## config.mk

```make
export PLATFORM = sky130hd
export DESIGN_NAME = cifb_top
export DESIGN_NICKNAME = d
export VERILOG_FILES = /design/src/hdl/cifb_pkg.sv /design/src/hdl/cifb_flag_cell.sv /design/src/hdl/cifb_prio_pick.sv /design/src/hdl/cifb_top.sv
export SDC_FILE = /design/constraint.sdc
export NUM_CORES = 1
export LEC_CHECK = 0
export BUFFER_PORTS_ARGS = -buffer_cell sky130_fd_sc_hd__clkbuf_2
export CAP_MARGIN = 20
export CORE_UTILIZATION = 25
export DETAILED_ROUTE_END_ITERATION = 7
export HOLD_SLACK_MARGIN = 0.03
export PLACE_DENSITY = 0.43
export SETUP_SLACK_MARGIN = 0.4
export SLEW_MARGIN = 20
export SYNTH_ARGS = -nofsm -noshare
export SYNTH_HDL_FRONTEND = slang
export SYNTH_HIERARCHICAL = 1
export SYNTH_SLANG_ARGS = --single-unit
```

## constraint.sdc

```tcl
create_clock -name clk -period 6.7 [get_ports clk]
set_input_delay 0.67 -clock clk [delete_from_list [all_inputs] [get_ports clk]]
set_output_delay 0.67 -clock clk [all_outputs]
set_load 0.05 [all_outputs]
```

## src/hdl/cifb_pkg.sv

```systemverilog
// cpu interrupt flag bank: register map, flag layout, source indices, types
// assumes an 8-bit register port and one 25 MHz clock with synchronous reset

package cifb_pkg;

  localparam int unsigned NSRC = 14;
  localparam int unsigned IDXW = 4;

  // register offsets
  localparam logic [7:0] ADDR_AES    = 8'h98;
  localparam logic [7:0] ADDR_RADIO  = 8'h9b;
  localparam logic [7:0] ADDR_TMR    = 8'hc0;
  localparam logic [7:0] ADDR_PORTS  = 8'he8;
  localparam logic [7:0] ADDR_STS_LO = 8'hf0;
  localparam logic [7:0] ADDR_STS_HI = 8'hf1;
  localparam logic [7:0] ADDR_MSK_LO = 8'hf2;
  localparam logic [7:0] ADDR_MSK_HI = 8'hf3;
  localparam logic [7:0] ADDR_ENA_LO = 8'hf4;
  localparam logic [7:0] ADDR_ENA_HI = 8'hf5;

  // field positions
  localparam int unsigned PAIR_HI_BIT = 1;
  localparam int unsigned PAIR_LO_BIT = 0;
  localparam int unsigned TMR_RSV_BIT = 6;

  // source indices, lowest index wins the vector
  localparam int unsigned SRC_RADIO  = 0;
  localparam int unsigned SRC_AES    = 1;
  localparam int unsigned SRC_DMA    = 2;
  localparam int unsigned SRC_T1     = 3;
  localparam int unsigned SRC_T2     = 4;
  localparam int unsigned SRC_T3     = 5;
  localparam int unsigned SRC_T4     = 6;
  localparam int unsigned SRC_PORT0  = 7;
  localparam int unsigned SRC_SLEEP  = 8;
  localparam int unsigned SRC_P2USB  = 9;
  localparam int unsigned SRC_SER0TX = 10;
  localparam int unsigned SRC_SER1TX = 11;
  localparam int unsigned SRC_PORT1  = 12;
  localparam int unsigned SRC_WDT    = 13;

  // register and bit of each source's (low) flag, index 13 first
  localparam logic [NSRC-1:0][7:0] SRC_ADDR = {
    ADDR_PORTS, ADDR_PORTS, ADDR_PORTS, ADDR_PORTS, ADDR_PORTS,
    ADDR_TMR, ADDR_TMR, ADDR_TMR, ADDR_TMR, ADDR_TMR, ADDR_TMR, ADDR_TMR,
    ADDR_AES, ADDR_RADIO};
  localparam logic [NSRC-1:0][2:0] SRC_BIT = {
    3'h4, 3'h3, 3'h2, 3'h1, 3'h0,
    3'h7, 3'h5, 3'h4, 3'h3, 3'h2, 3'h1, 3'h0,
    3'h0, 3'h0};

  // timer 1..4 flags clear when the cpu vectors to them
  localparam logic [NSRC-1:0] HW_CLR_MASK = 14'h0078;
  // radio and aes carry a paired flag
  localparam logic [NSRC-1:0] PAIR_MASK   = 14'h0003;

  // reset values
  localparam logic       FLAG_RST = 1'b0;
  localparam logic [7:0] REG_RST  = 8'h00;

  typedef struct packed {
    logic wdt;
    logic port1;
    logic ser1tx_audio;
    logic ser0tx;
    logic port2_usb;
    logic sleep;
    logic port0;
    logic t4;
    logic t3;
    logic t2;
    logic t1;
    logic dma;
    logic aes;
    logic radio;
  } cifb_src_type;

  typedef enum logic [1:0] {
    VEC_IDLE = 2'b01,
    VEC_WAIT = 2'b10
  } cifb_vec_state_type;

endpackage

```

## src/hdl/cifb_flag_cell.sv

```systemverilog
// one cpu interrupt flag bit
// assumes hardware set, hardware clear and software write are clk-synchronous
`timescale 1ns/1ps

module cifb_flag_cell
  import cifb_pkg::*;
(
  input  wire logic clk,
  input  wire logic reset_n,
  input  wire logic hw_set,
  input  wire logic hw_clr,
  input  wire logic sw_wr,
  input  wire logic sw_val,
  output logic      flag_q
);

  // a new event beats both a software clear and the vector clear
  always_ff @(posedge clk) begin
    if (!reset_n) begin
      flag_q <= FLAG_RST;
    end else if (hw_set) begin
      flag_q <= 1'b1;
    end else if (sw_wr) begin
      flag_q <= sw_val;
    end else if (hw_clr) begin
      flag_q <= 1'b0;
    end
  end

endmodule

```

## src/hdl/cifb_prio_pick.sv

```systemverilog
// fixed-priority pick: lowest set index of a request vector
// assumes the request vector is already gated by the enables
`timescale 1ns/1ps

module cifb_prio_pick
  import cifb_pkg::*;
(
  input  wire logic [NSRC-1:0] req,
  output logic                 pick_valid,
  output logic [IDXW-1:0]      pick_idx
);

  always_comb begin
    pick_valid = 1'b0;
    pick_idx   = '0;
    for (int i = NSRC - 1; i >= 0; i--) begin
      if (req[i]) begin
        pick_valid = 1'b1;
        pick_idx   = IDXW'(i);
      end
    end
  end

endmodule

```

## src/hdl/cifb_top.sv

```systemverilog
// cpu interrupt flag bank: flag registers, event status, vector request
// assumes register port strobes are one-cycle pulses, never both at once,
// and that sources present one-cycle event pulses synchronous to clk
`timescale 1ns/1ps

module cifb_top
  import cifb_pkg::*;
(
  input  wire logic         clk,
  input  wire logic         reset_n,
  input  wire logic [7:0]   reg_addr,
  input  wire logic [7:0]   reg_wdata,
  input  wire logic         reg_wr,
  input  wire logic         reg_rd,
  output logic      [7:0]   reg_rdata,
  input  cifb_src_type      src_event,
  input  cifb_src_type      module_clear,
  input  cifb_src_type      module_left,
  input  wire logic         vec_taken,
  output logic              vec_req,
  output logic [IDXW-1:0]   vec_num,
  output logic [NSRC-1:0]   flags_pending,
  output logic              irq
);

  logic [NSRC-1:0] ev_vec;
  logic [NSRC-1:0] mclr_vec;
  logic [NSRC-1:0] mleft_vec;
  logic [NSRC-1:0] set_vec;
  logic [NSRC-1:0] flag_lo;
  logic [NSRC-1:0] flag_hi;
  logic [NSRC-1:0] pend;
  logic [NSRC-1:0] hw_clr_vec;
  logic [NSRC-1:0] status_q;
  logic [NSRC-1:0] status_d;
  logic [NSRC-1:0] mask_q;
  logic [NSRC-1:0] enable_q;
  logic            rsv_q;
  logic [7:0]      rdata_q;
  logic [7:0]      rdata_d;
  logic            pick_valid;
  logic [IDXW-1:0] pick_idx;
  logic [IDXW-1:0] vec_num_q;
  logic [NSRC-1:0] sw_wr_vec;
  logic [NSRC-1:0] sw_val_vec;
  logic            vec_take;
  logic            wr_tmr;
  logic            wr_msk_lo;
  logic            wr_msk_hi;
  logic            wr_ena_lo;
  logic            wr_ena_hi;
  logic            rd_sts_lo;
  logic            rd_sts_hi;
  logic            aes_flag_high;
  logic            aes_flag_low;
  logic            radio_flag_high;
  logic            radio_flag_low;
  logic            sleep_timer_flag;
  logic            port0_pin_flag;
  logic            timer4_flag;
  logic            timer3_flag;
  logic            timer2_flag;
  logic            timer1_flag;
  logic            dma_done_flag;
  logic            watchdog_flag;
  logic            port1_pin_flag;
  logic            serial1_tx_flag;
  logic            serial0_tx_flag;
  logic            port2_pin_flag;
  logic [7:0]      img_aes;
  logic [7:0]      img_radio;
  logic [7:0]      img_tmr;
  logic [7:0]      img_ports;
  cifb_vec_state_type vec_state_q;
  cifb_vec_state_type vec_state_d;

  assign ev_vec    = src_event;
  assign mclr_vec  = module_clear;
  assign mleft_vec = module_left;

  // register decode for the control side; the strobes never overlap
  assign wr_tmr    = reg_wr && (reg_addr == ADDR_TMR);
  assign wr_msk_lo = reg_wr && (reg_addr == ADDR_MSK_LO);
  assign wr_msk_hi = reg_wr && (reg_addr == ADDR_MSK_HI);
  assign wr_ena_lo = reg_wr && (reg_addr == ADDR_ENA_LO);
  assign wr_ena_hi = reg_wr && (reg_addr == ADDR_ENA_HI);
  assign rd_sts_lo = reg_rd && (reg_addr == ADDR_STS_LO);
  assign rd_sts_hi = reg_rd && (reg_addr == ADDR_STS_HI);

  // write hit of each source's flag register
  always_comb begin
    sw_wr_vec = '0;
    for (int i = 0; i < NSRC; i++) begin
      sw_wr_vec[i] = reg_wr && (reg_addr == SRC_ADDR[i]);
    end
  end

  // written value of each source's low flag bit
  always_comb begin
    sw_val_vec = '0;
    for (int i = 0; i < NSRC; i++) begin
      sw_val_vec[i] = reg_wdata[SRC_BIT[i]];
    end
  end

  // a module flag cleared while others of that source are still pending
  // raises the cpu flag again so no request is lost
  assign set_vec = ev_vec | (mclr_vec & mleft_vec);

  // a take outside a request is ignored, so it can never clear a flag
  assign vec_take = (vec_state_q == VEC_WAIT) && vec_taken;

  // hardware clear only reaches the flag the cpu has just vectored to
  always_comb begin
    hw_clr_vec = '0;
    if (vec_take) begin
      hw_clr_vec[vec_num_q] = 1'b1;
    end
    hw_clr_vec = hw_clr_vec & HW_CLR_MASK;
  end

  // flag cells: a low cell per source at its documented register and bit, plus a high cell for each paired source
  genvar g;
  generate
    for (g = 0; g < NSRC; g++) begin : g_flag
      cifb_flag_cell u_lo (
        .clk     (clk),
        .reset_n (reset_n),
        .hw_set  (set_vec[g]),
        .hw_clr  (hw_clr_vec[g]),
        .sw_wr   (sw_wr_vec[g]),
        .sw_val  (sw_val_vec[g]),
        .flag_q  (flag_lo[g])
      );
      if (PAIR_MASK[g]) begin : g_pair
        // the source sets both halves; one register write loads both halves, each from its own bit
        cifb_flag_cell u_hi (
          .clk     (clk),
          .reset_n (reset_n),
          .hw_set  (set_vec[g]),
          .hw_clr  (1'b0),
          .sw_wr   (sw_wr_vec[g]),
          .sw_val  (reg_wdata[PAIR_HI_BIT]),
          .flag_q  (flag_hi[g])
        );
      end else begin : g_single
        assign flag_hi[g] = 1'b0;
      end
    end
  endgenerate

  // either half of a paired flag is enough to request the cpu
  assign pend = flag_lo | flag_hi;
  assign flags_pending = pend;

  // named fields of the four flag registers
  assign aes_flag_high    = flag_hi[SRC_AES];
  assign aes_flag_low     = flag_lo[SRC_AES];
  assign radio_flag_high  = flag_hi[SRC_RADIO];
  assign radio_flag_low   = flag_lo[SRC_RADIO];
  assign sleep_timer_flag = flag_lo[SRC_SLEEP];
  assign port0_pin_flag   = flag_lo[SRC_PORT0];
  assign timer4_flag      = flag_lo[SRC_T4];
  assign timer3_flag      = flag_lo[SRC_T3];
  assign timer2_flag      = flag_lo[SRC_T2];
  assign timer1_flag      = flag_lo[SRC_T1];
  assign dma_done_flag    = flag_lo[SRC_DMA];
  assign watchdog_flag    = flag_lo[SRC_WDT];
  assign port1_pin_flag   = flag_lo[SRC_PORT1];
  // the second serial transmitter and audio transmit share this bit
  assign serial1_tx_flag  = flag_lo[SRC_SER1TX];
  assign serial0_tx_flag  = flag_lo[SRC_SER0TX];
  // the port 2 pins and the usb controller share this bit
  assign port2_pin_flag   = flag_lo[SRC_P2USB];

  // register images; bits 7..5 of the ports register are unused
  assign img_aes   = {6'h00, aes_flag_high, aes_flag_low};
  assign img_radio = {6'h00, radio_flag_high, radio_flag_low};
  assign img_tmr   = {sleep_timer_flag, rsv_q, port0_pin_flag, timer4_flag,
                      timer3_flag, timer2_flag, timer1_flag, dma_done_flag};
  assign img_ports = {3'h0, watchdog_flag, port1_pin_flag, serial1_tx_flag,
                      serial0_tx_flag, port2_pin_flag};

  // reserved timer/dma bit: stored and read back only; a one written here
  // makes software re-enter its service routine, so keep it zero
  always_ff @(posedge clk) begin
    if (!reset_n) begin
      rsv_q <= FLAG_RST;
    end else if (wr_tmr) begin
      rsv_q <= reg_wdata[TMR_RSV_BIT];
    end
  end

  // event status: sticky, cleared by reading its half; set wins
  always_comb begin
    status_d = status_q;
    if (rd_sts_lo) begin
      status_d[7:0] = '0;
    end
    if (rd_sts_hi) begin
      status_d[NSRC-1:8] = '0;
    end
    status_d = status_d | ev_vec;
  end

  always_ff @(posedge clk) begin
    if (!reset_n) begin
      status_q <= '0;
    end else begin
      status_q <= status_d;
    end
  end

  // interrupt mask, same layout as the status pair
  always_ff @(posedge clk) begin
    if (!reset_n) begin
      mask_q <= '0;
    end else if (wr_msk_lo) begin
      mask_q[7:0] <= reg_wdata;
    end else if (wr_msk_hi) begin
      mask_q[NSRC-1:8] <= reg_wdata[NSRC-9:0];
    end
  end

  // level output: stays high until a read clears the status half
  assign irq = |(status_q & mask_q);

  // vector enables: a flag still sets while disabled, it just never vectors
  always_ff @(posedge clk) begin
    if (!reset_n) begin
      enable_q <= '0;
    end else if (wr_ena_lo) begin
      enable_q[7:0] <= reg_wdata;
    end else if (wr_ena_hi) begin
      enable_q[NSRC-1:8] <= reg_wdata[NSRC-9:0];
    end
  end

  cifb_prio_pick u_pick (
    .req        (pend & enable_q),
    .pick_valid (pick_valid),
    .pick_idx   (pick_idx)
  );

  // vector request: raised the cycle after an enabled flag is seen set
  always_comb begin
    vec_state_d = vec_state_q;
    case (vec_state_q)
      VEC_IDLE: begin
        if (pick_valid) begin
          vec_state_d = VEC_WAIT;
        end
      end
      VEC_WAIT: begin
        // withdraw if software cleared or disabled the flag meanwhile
        if (vec_taken || !(pend[vec_num_q] && enable_q[vec_num_q])) begin
          vec_state_d = VEC_IDLE;
        end
      end
      default: begin
        vec_state_d = VEC_IDLE;
      end
    endcase
  end

  always_ff @(posedge clk) begin
    if (!reset_n) begin
      vec_state_q <= VEC_IDLE;
    end else begin
      vec_state_q <= vec_state_d;
    end
  end

  always_ff @(posedge clk) begin
    if (!reset_n) begin
      vec_num_q <= '0;
    end else if (vec_state_q == VEC_IDLE && pick_valid) begin
      vec_num_q <= pick_idx;
    end
  end

  assign vec_req = (vec_state_q == VEC_WAIT);
  assign vec_num = vec_num_q;

  // read image; unmapped addresses read zero
  always_comb begin
    rdata_d = REG_RST;
    if (reg_rd) begin
      case (reg_addr)
        ADDR_AES: begin
          rdata_d = img_aes;
        end
        ADDR_RADIO: begin
          rdata_d = img_radio;
        end
        ADDR_TMR: begin
          rdata_d = img_tmr;
        end
        ADDR_PORTS: begin
          rdata_d = img_ports;
        end
        ADDR_STS_LO: begin
          rdata_d = status_q[7:0];
        end
        ADDR_STS_HI: begin
          rdata_d = {2'h0, status_q[NSRC-1:8]};
        end
        ADDR_MSK_LO: begin
          rdata_d = mask_q[7:0];
        end
        ADDR_MSK_HI: begin
          rdata_d = {2'h0, mask_q[NSRC-1:8]};
        end
        ADDR_ENA_LO: begin
          rdata_d = enable_q[7:0];
        end
        ADDR_ENA_HI: begin
          rdata_d = {2'h0, enable_q[NSRC-1:8]};
        end
        default: begin
          rdata_d = REG_RST;
        end
      endcase
    end
  end

  // read data stands only in the cycle after the strobe
  always_ff @(posedge clk) begin
    if (!reset_n) begin
      rdata_q <= REG_RST;
    end else begin
      rdata_q <= rdata_d;
    end
  end

  assign reg_rdata = rdata_q;

  // source-to-field map, for reference:
  // timer/dma register: sleep 7 port0 5
  // t4..t1 4..1, dma 0
  // ports register: wdt 4 port1 3
  // serial1/audio tx 2 serial0 tx 1
  // port2/usb 0

endmodule
```

==> flow_summary.json, run 1 <==
{
  "outcome": "completed",
  "dr_wl_met2_mm": 6.14,
  "n_fill_cell": 1633,
  "leakage_nw": 1.89,
  "start_util_pct": 25.8,
  "cp_max_fo": 22,
  "route.met3.wl_um": 500,
  "min_period_over_period_pct": 38.9,
  "yosysUniqueCellTypes": 57,
  "drive_above_1_share_pct": 25.4,
  "ir_drop_mv": 0.128,
  "worst-endpoint-arrival_ps": 2880,
  "cts_resized": 0,
  "wl_per_cell_um": 17.9,
  "tritoncts": "yes",
  "path_common_cell": "nor2_1",
  "synth_most_common_cell": "dfxtp_1",
  "hold_viol_final": 0,
  "ys.flop_type": "dfxtp_1",
  "worstMarginPinSlew_ps": 705,
  "fmax_mhz": 384,
  "area_growth_pct": 23.5,
  "powerDensity_nw_per_um2": 223,
  "num_vias": 3519,
  "cpPeakStageDelay_ps": 530,
  "critPathRequiredTime_ps": 6980,
  "die_h_um": 128,
  "top_layer": "met4",
  "cp-start-kind": "input port",
  "drt-initial-drc-count": 193,
  "final_nets": 581,
  "antenna_found_initial": 0,
  "grt_usage_pct": 16.9,
  "gp_congestion": 0.802,
  "grt_pass1_vias": 3449,
  "ys_seq_area_share_pct": 36.8,
  "vias_per_cell": 4.79,
  "ctsRootBufferMaster": "clkbuf_16",
  "avgSynthCellArea_um2": 9.21,
  "die_w_um": 128,
  "synth-edff-count": 0,
  "drt_first_pass_iters": 4,
  "setup-violations-final": 0,
  "synth.area.top_cells": "dfxtp_1 (37%), mux2i_1 (6.3%), nor2b_1 (5.8%), a21oi_1 (5.2%), mux4_2 (5.1%)",
  "m1WireLength_mm": 6.21,
  "hp-class": "reg2reg",
  "rsz0062_at_grt": "no",
  "clock-sinks": 73,
  "cts_setup_buffers": 0,
  "grt_pass1_wl_mm": 20.3,
  "grt-ovfl-total": 0,
  "ctsHtreeMaxLevel": 3,
  "synth.cells.most_frequent": "dfxtp_1 (73), a21oi_1 (41), nor2b_1 (37)",
  "design.core.area_um2": 15400,
  "path_clk_slew_ps": 60,
  "synth_seq_cells": 73,
  "setup_tns_ps": 0,
  "rows": 45,
  "finalClockSkew_ps": 4.91,
  "drt_wl_total_mm": 13.1,
  "cp_cell_sequence": "clkbuf_2, nor2_1, nand4b_1, nor2_1, and2_1, a21oi_1, a21boi_1",
  "post-dp-hpwl_mm": 10.0,
  "syn_inst": 431,
  "worst_setup_path_end_kind": "register",
  "async_flop_share_pct": 0,
  "drc": 0,
  "yosysTopAreaCell": "dfxtp_1",
  "clock_latency_ps": 340,
  "n_antenna_cell": 0,
  "antenna_left": 0,
  "num_io_pins": 91,
  "crit_slowest_cell": "nor2_1",
  "finalPower_mw": 1.09,
  "grt_max_degree": 66,
  "postCtsHoldBufs": 0,
  "max_slew_margin_pct": 52.8,
  "portBuffers": 90,
  "clockBufferDepth": 2,
  "yosys_warnings": 6,
  "period_needed_ps": 2610,
  "cts_buffers": 9,
  "netlist.area_leader.share_pct": 36.8,
  "worstSetupPathType": "in2reg",
  "slew_violations": 0,
  "syn_area_um2": 3970,
  "die_area_um2": 16400,
  "maxCapViolCount": 0
}
where the power goes:
part	switching, mW	internal, mW	total, mW	leakage (nW)
combinational	0.0727	0.0463	0.119	1.14
clock	0.192	0.320	0.512	0.152
sequential	0.0155	0.448	0.463	0.598
total	0.280	0.814	1.09	1.89
layout by cell type, fill, tap and decap left out, types with 3 or more instances in the layout:
cell and count:
a21boi_0 14, a21boi_1 17, a21o_1 14, a21oi_1 41
a221oi_1 3, a22oi_1 13, and2_1 15, clkbuf_16 9
clkbuf_2 90, clkbuf_8 3, conb_1 12, dfxtp_1 73
inv_1 5, mux2i_1 25, mux4_2 9, nand2_1 23
nand3_1 14, nor2_1 19, nor2b_1 37, nor3_1 6
nor4_2 4, o21ai_0 9, or3_1 3, or3b_1 16
through the flow:
| stage | instance area, µm² | setup slack (ps) | hold WS, ps | cells | util (%) |
|---|---|---|---|---|---|
| 5_1_grt | 4900 | 3870 | 518 | 734 | 31.9 |
| 3_5_place_dp | 4590 | 3750 | 481 | 718 | 29.8 |
| 3_3_place_gp | 4590 | 3880 | 476 | 718 | 29.8 |
| 2_1_floorplan | 4010 | 4360 | 451 | 442 | - |
| 6_report | 4900 | 4090 | 487 | 734 | 31.9 |
| 4_1_cts | 4900 | 4110 | 489 | 734 | 31.9 |
cells by family (layout without fill, tap and decap cells):
kind of cell	count (synthesis)	after routing	synth area share [%]
simple gates	160	160	25.0
compound gates	128	128	21.7
flops	73	73	36.8
mux	36	36	12.0
buf+inv	33	114	4.41
other cells	1	12	0.0945
worst paths after layout:
kind	slack, ps	depth (start not counted)	start	to
worst min-delay path	490	2	enable_q[2]	enable_q[2]
worst max register to register	4320	7	g_flag[9].u_lo/flag_q	vec_state_q[1]
worst max-delay path	4090	7	reg_addr[0]	g_flag[12].u_lo/flag_q
worst min register to register	490	2	enable_q[2]	enable_q[2]
layout make-up:
cell class	instances	area, µm²	share of cell area, %
timing repair buffer	92	465	9.49
clock inverter	3	46.3	0.944
tap	211	264	5.38
clock buffer	13	270	5.51
multi-input combinational	336	2370	48.4
inverter	6	22.5	0.459
sequential	73	1460	29.8
layer usage:
| metal | track usage [%] | vias to the layer above |
|---|---|---|
| li1 | - | 1744 |
| met1 | 22.3 | 1669 |
| met2 | 26.9 | 91 |
| met3 | 4.05 | 15 |
| met4 | 5.61 | 0 |
| met5 | 0 | - |
state kept, by name (all words and copies together) (netlist names):
| register | cells |
|---|---|
| vec_num | 4 |
| g_flag.g_pair.u_hi/flag_q | 2 |
| vec_state_q | 2 |
| enable_q | 14 |
| rsv_q | 1 |
| reg_rdata | 8 |
| g_flag.u_lo/flag_q | 14 |
| mask_q | 14 |
| status_q | 14 |
worst max-delay path: cells and delay by family:
kind	cells	cell delay, ps
simple gates	4	1510
buf+inv	1	400
compound gates	2	280
(Power assumes the default switching activity.)
==> run 2: changes to the inputs <==
==> constraint.sdc (replaced) <==
create_clock -name clk -period 2.5 [get_ports clk]
set_input_delay 0.25 -clock clk [delete_from_list [all_inputs] [get_ports clk]]
set_output_delay 0.25 -clock clk [all_outputs]
set_load 0.05 [all_outputs]
==> run 2 against run 1 <==
Against the previous run: count of clock-buffer cells in the layout decreased by 2; hold slack got worse by 330 ps; largest power group unchanged; critical path depth unchanged.
==> flow_summary.json, run 2 (synthesis gave the netlist of run 1 again) <==
{
  "outcome": "completed",
  "rows": 45,
  "worst-endpoint-arrival_ps": 2350,
  "antenna_found_initial": 0,
  "ctsRootBufferMaster": "clkbuf_16",
  "r2r_slack_ps": 380,
  "clock-sinks": 73,
  "final_cell_mix": "clkbuf_2 (90), dfxtp_1 (70), a21oi_1 (41), nor2b_1 (37), mux2i_1 (25)",
  "die_h_um": 128,
  "portBuffers": 90,
  "fmax_mhz": 471,
  "worstSetupPathType": "reg2reg",
  "n_antenna_cell": 0,
  "clockBufferDepth": 2,
  "register_area_um2": 1470,
  "grt-ovfl-total": 0,
  "cp_max_fo": 6,
  "drt_first_pass_iters": 4,
  "worst_r2r_endpoint": "vec_state_q[1]",
  "multi_input_area_um2": 2420,
  "n_fill_cell": 1655,
  "finalClockSkew_ps": 3.50,
  "drt-initial-drc-count": 154,
  "die_area_um2": 16400,
  "grt_pass1_wl_mm": 20.9,
  "crit_slowest_cell": "dfxtp_2",
  "setup_slack_ps": 376,
  "setup_tns_ps": 0,
  "grt_max_degree": 39,
  "maxCapViolCount": 0,
  "area_growth_pct": 26.6,
  "max_slew_margin_pct": 46.0,
  "cp_top_family": "simple AND/OR/NAND/NOR gates",
  "rsz0062_at_grt": "yes",
  "num_vias": 3543,
  "wl_per_cell_um": 18.0,
  "leakage_nw": 1.97,
  "drive_above_1_share_pct": 28.9,
  "critPathRequiredTime_ps": 2730,
  "ir_drop_mv": 0.330,
  "drt_wl_total_mm": 13.5,
  "grt_usage_pct": 17.3,
  "clock_latency_ps": 340,
  "hp-class": "in2reg",
  "setup-violations-final": 0,
  "min_period_over_period_pct": 85.0,
  "final_nets": 594,
  "worstMarginPinSlew_ps": 806,
  "start_util_pct": 25.8,
  "grt_pass1_vias": 3542,
  "worst_setup_path_end_kind": "register",
  "tritoncts": "yes",
  "cts_buffers": 9,
  "cp_cell_sequence": "and2_4, nor4_4, nor3b_2, nand3_1, and3b_2, or3_4, a32o_1",
  "whs_path_depth": 3,
  "period_needed_ps": 2120,
  "critPathBufInv": 0,
  "die_w_um": 128,
  "cpPeakStageDelay_ps": 340,
  "hp-start": "src_event[10]",
  "worstReg2RegStart": "g_flag[8].u_lo/flag_q",
  "powerDensity_nw_per_um2": 565,
  "antenna_left": 0,
  "slew_violations": 0,
  "reg2reg_depth": 7,
  "vias_per_cell": 4.74,
  "post-dp-hpwl_mm": 10.2,
  "path_clk_slew_ps": 60,
  "final_common_cell": "clkbuf_2",
  "cp-start-kind": "register",
  "postCtsHoldBufs": 0,
  "gp_congestion": 0.811,
  "drc": 0,
  "hold_end": "status_q[10]",
  "hold_viol_final": 0,
  "design.core.area_um2": 15400,
  "num_io_pins": 91,
  "preCtsSetupSlack_ps": 267,
  "ctsHtreeMaxLevel": 3
}
==> run 2: changes by cell type in the layout (fill, tap and decap cells not counted), sizes merged <==
cell    change
clkinv      +3
inv         -1
buf        +13
clkbuf      -2
==> run 2: worst max-delay path by stage <==
stage | start | endpoint | slack (ps) | depth (start not counted)
after detailed placement | g_flag[10].u_lo/flag_q | vec_state_q[1] | 270 | 7
after global routing | g_flag[8].u_lo/flag_q | vec_state_q[1] | 330 | 7
after floorplan | g_flag[0].u_lo/flag_q | vec_state_q[1] | 390 | 8
after CTS | g_flag[8].u_lo/flag_q | vec_state_q[1] | 380 | 7
after global placement | g_flag[10].u_lo/flag_q | vec_state_q[1] | 370 | 7
final | g_flag[8].u_lo/flag_q | vec_state_q[1] | 380 | 7
==> run 2: per-layer routing <==
metal / vias up / wire length [µm] / global-route usage, %
met5: - / 0 / 0
met4: 0 / 156 / 4.50
met3: 13 / 574 / 4.59
met2: 82 / 6210 / 27.6
met1: 1679 / 6540 / 23.2
li1: 1769 / - / -
==> run 2: power breakdown <==
group          total (mW)  switching (mW)  internal (mW)
logic               0.333           0.203          0.130
registers            1.24          0.0363           1.20
clock network        1.27           0.498          0.771
==> run 2: layout make-up <==
cell class | count | share of cell area [%]
inverters | 6 | 0.448
clock buffers | 11 | 4.63
clock inverters | 5 | 1.12
repair buffers | 105 | 11.2
multi-input cells | 336 | 48.2
flip-flops and latches | 73 | 29.2
well taps | 211 | 5.25
==> run 2: stage by stage <==
stage	area, µm²	instances	hold slack [ps]	total power, mW	util (%)
floorplan	4030	442	389	1.46	-
global placement	4670	727	477	1.59	30.4
detailed placement	4670	727	488	1.59	30.4
CTS	4990	746	144	2.88	32.5
global route	5030	747	152	2.96	32.7
finish	5030	747	156	2.84	32.7
==> run 2: repair_timing <==
action / in CTS / in global routing
resized for setup: 7 / 7
setup endpoints to repair: 2 / 2
pin swaps: 2 / 7
setup buffers: 3 / 1
==> run 2: worst min-delay path, delay by kind of cell <==
family          cells  cell delay, ps
simple gates        1              90
buf+inv             1              90
compound gates      1              40
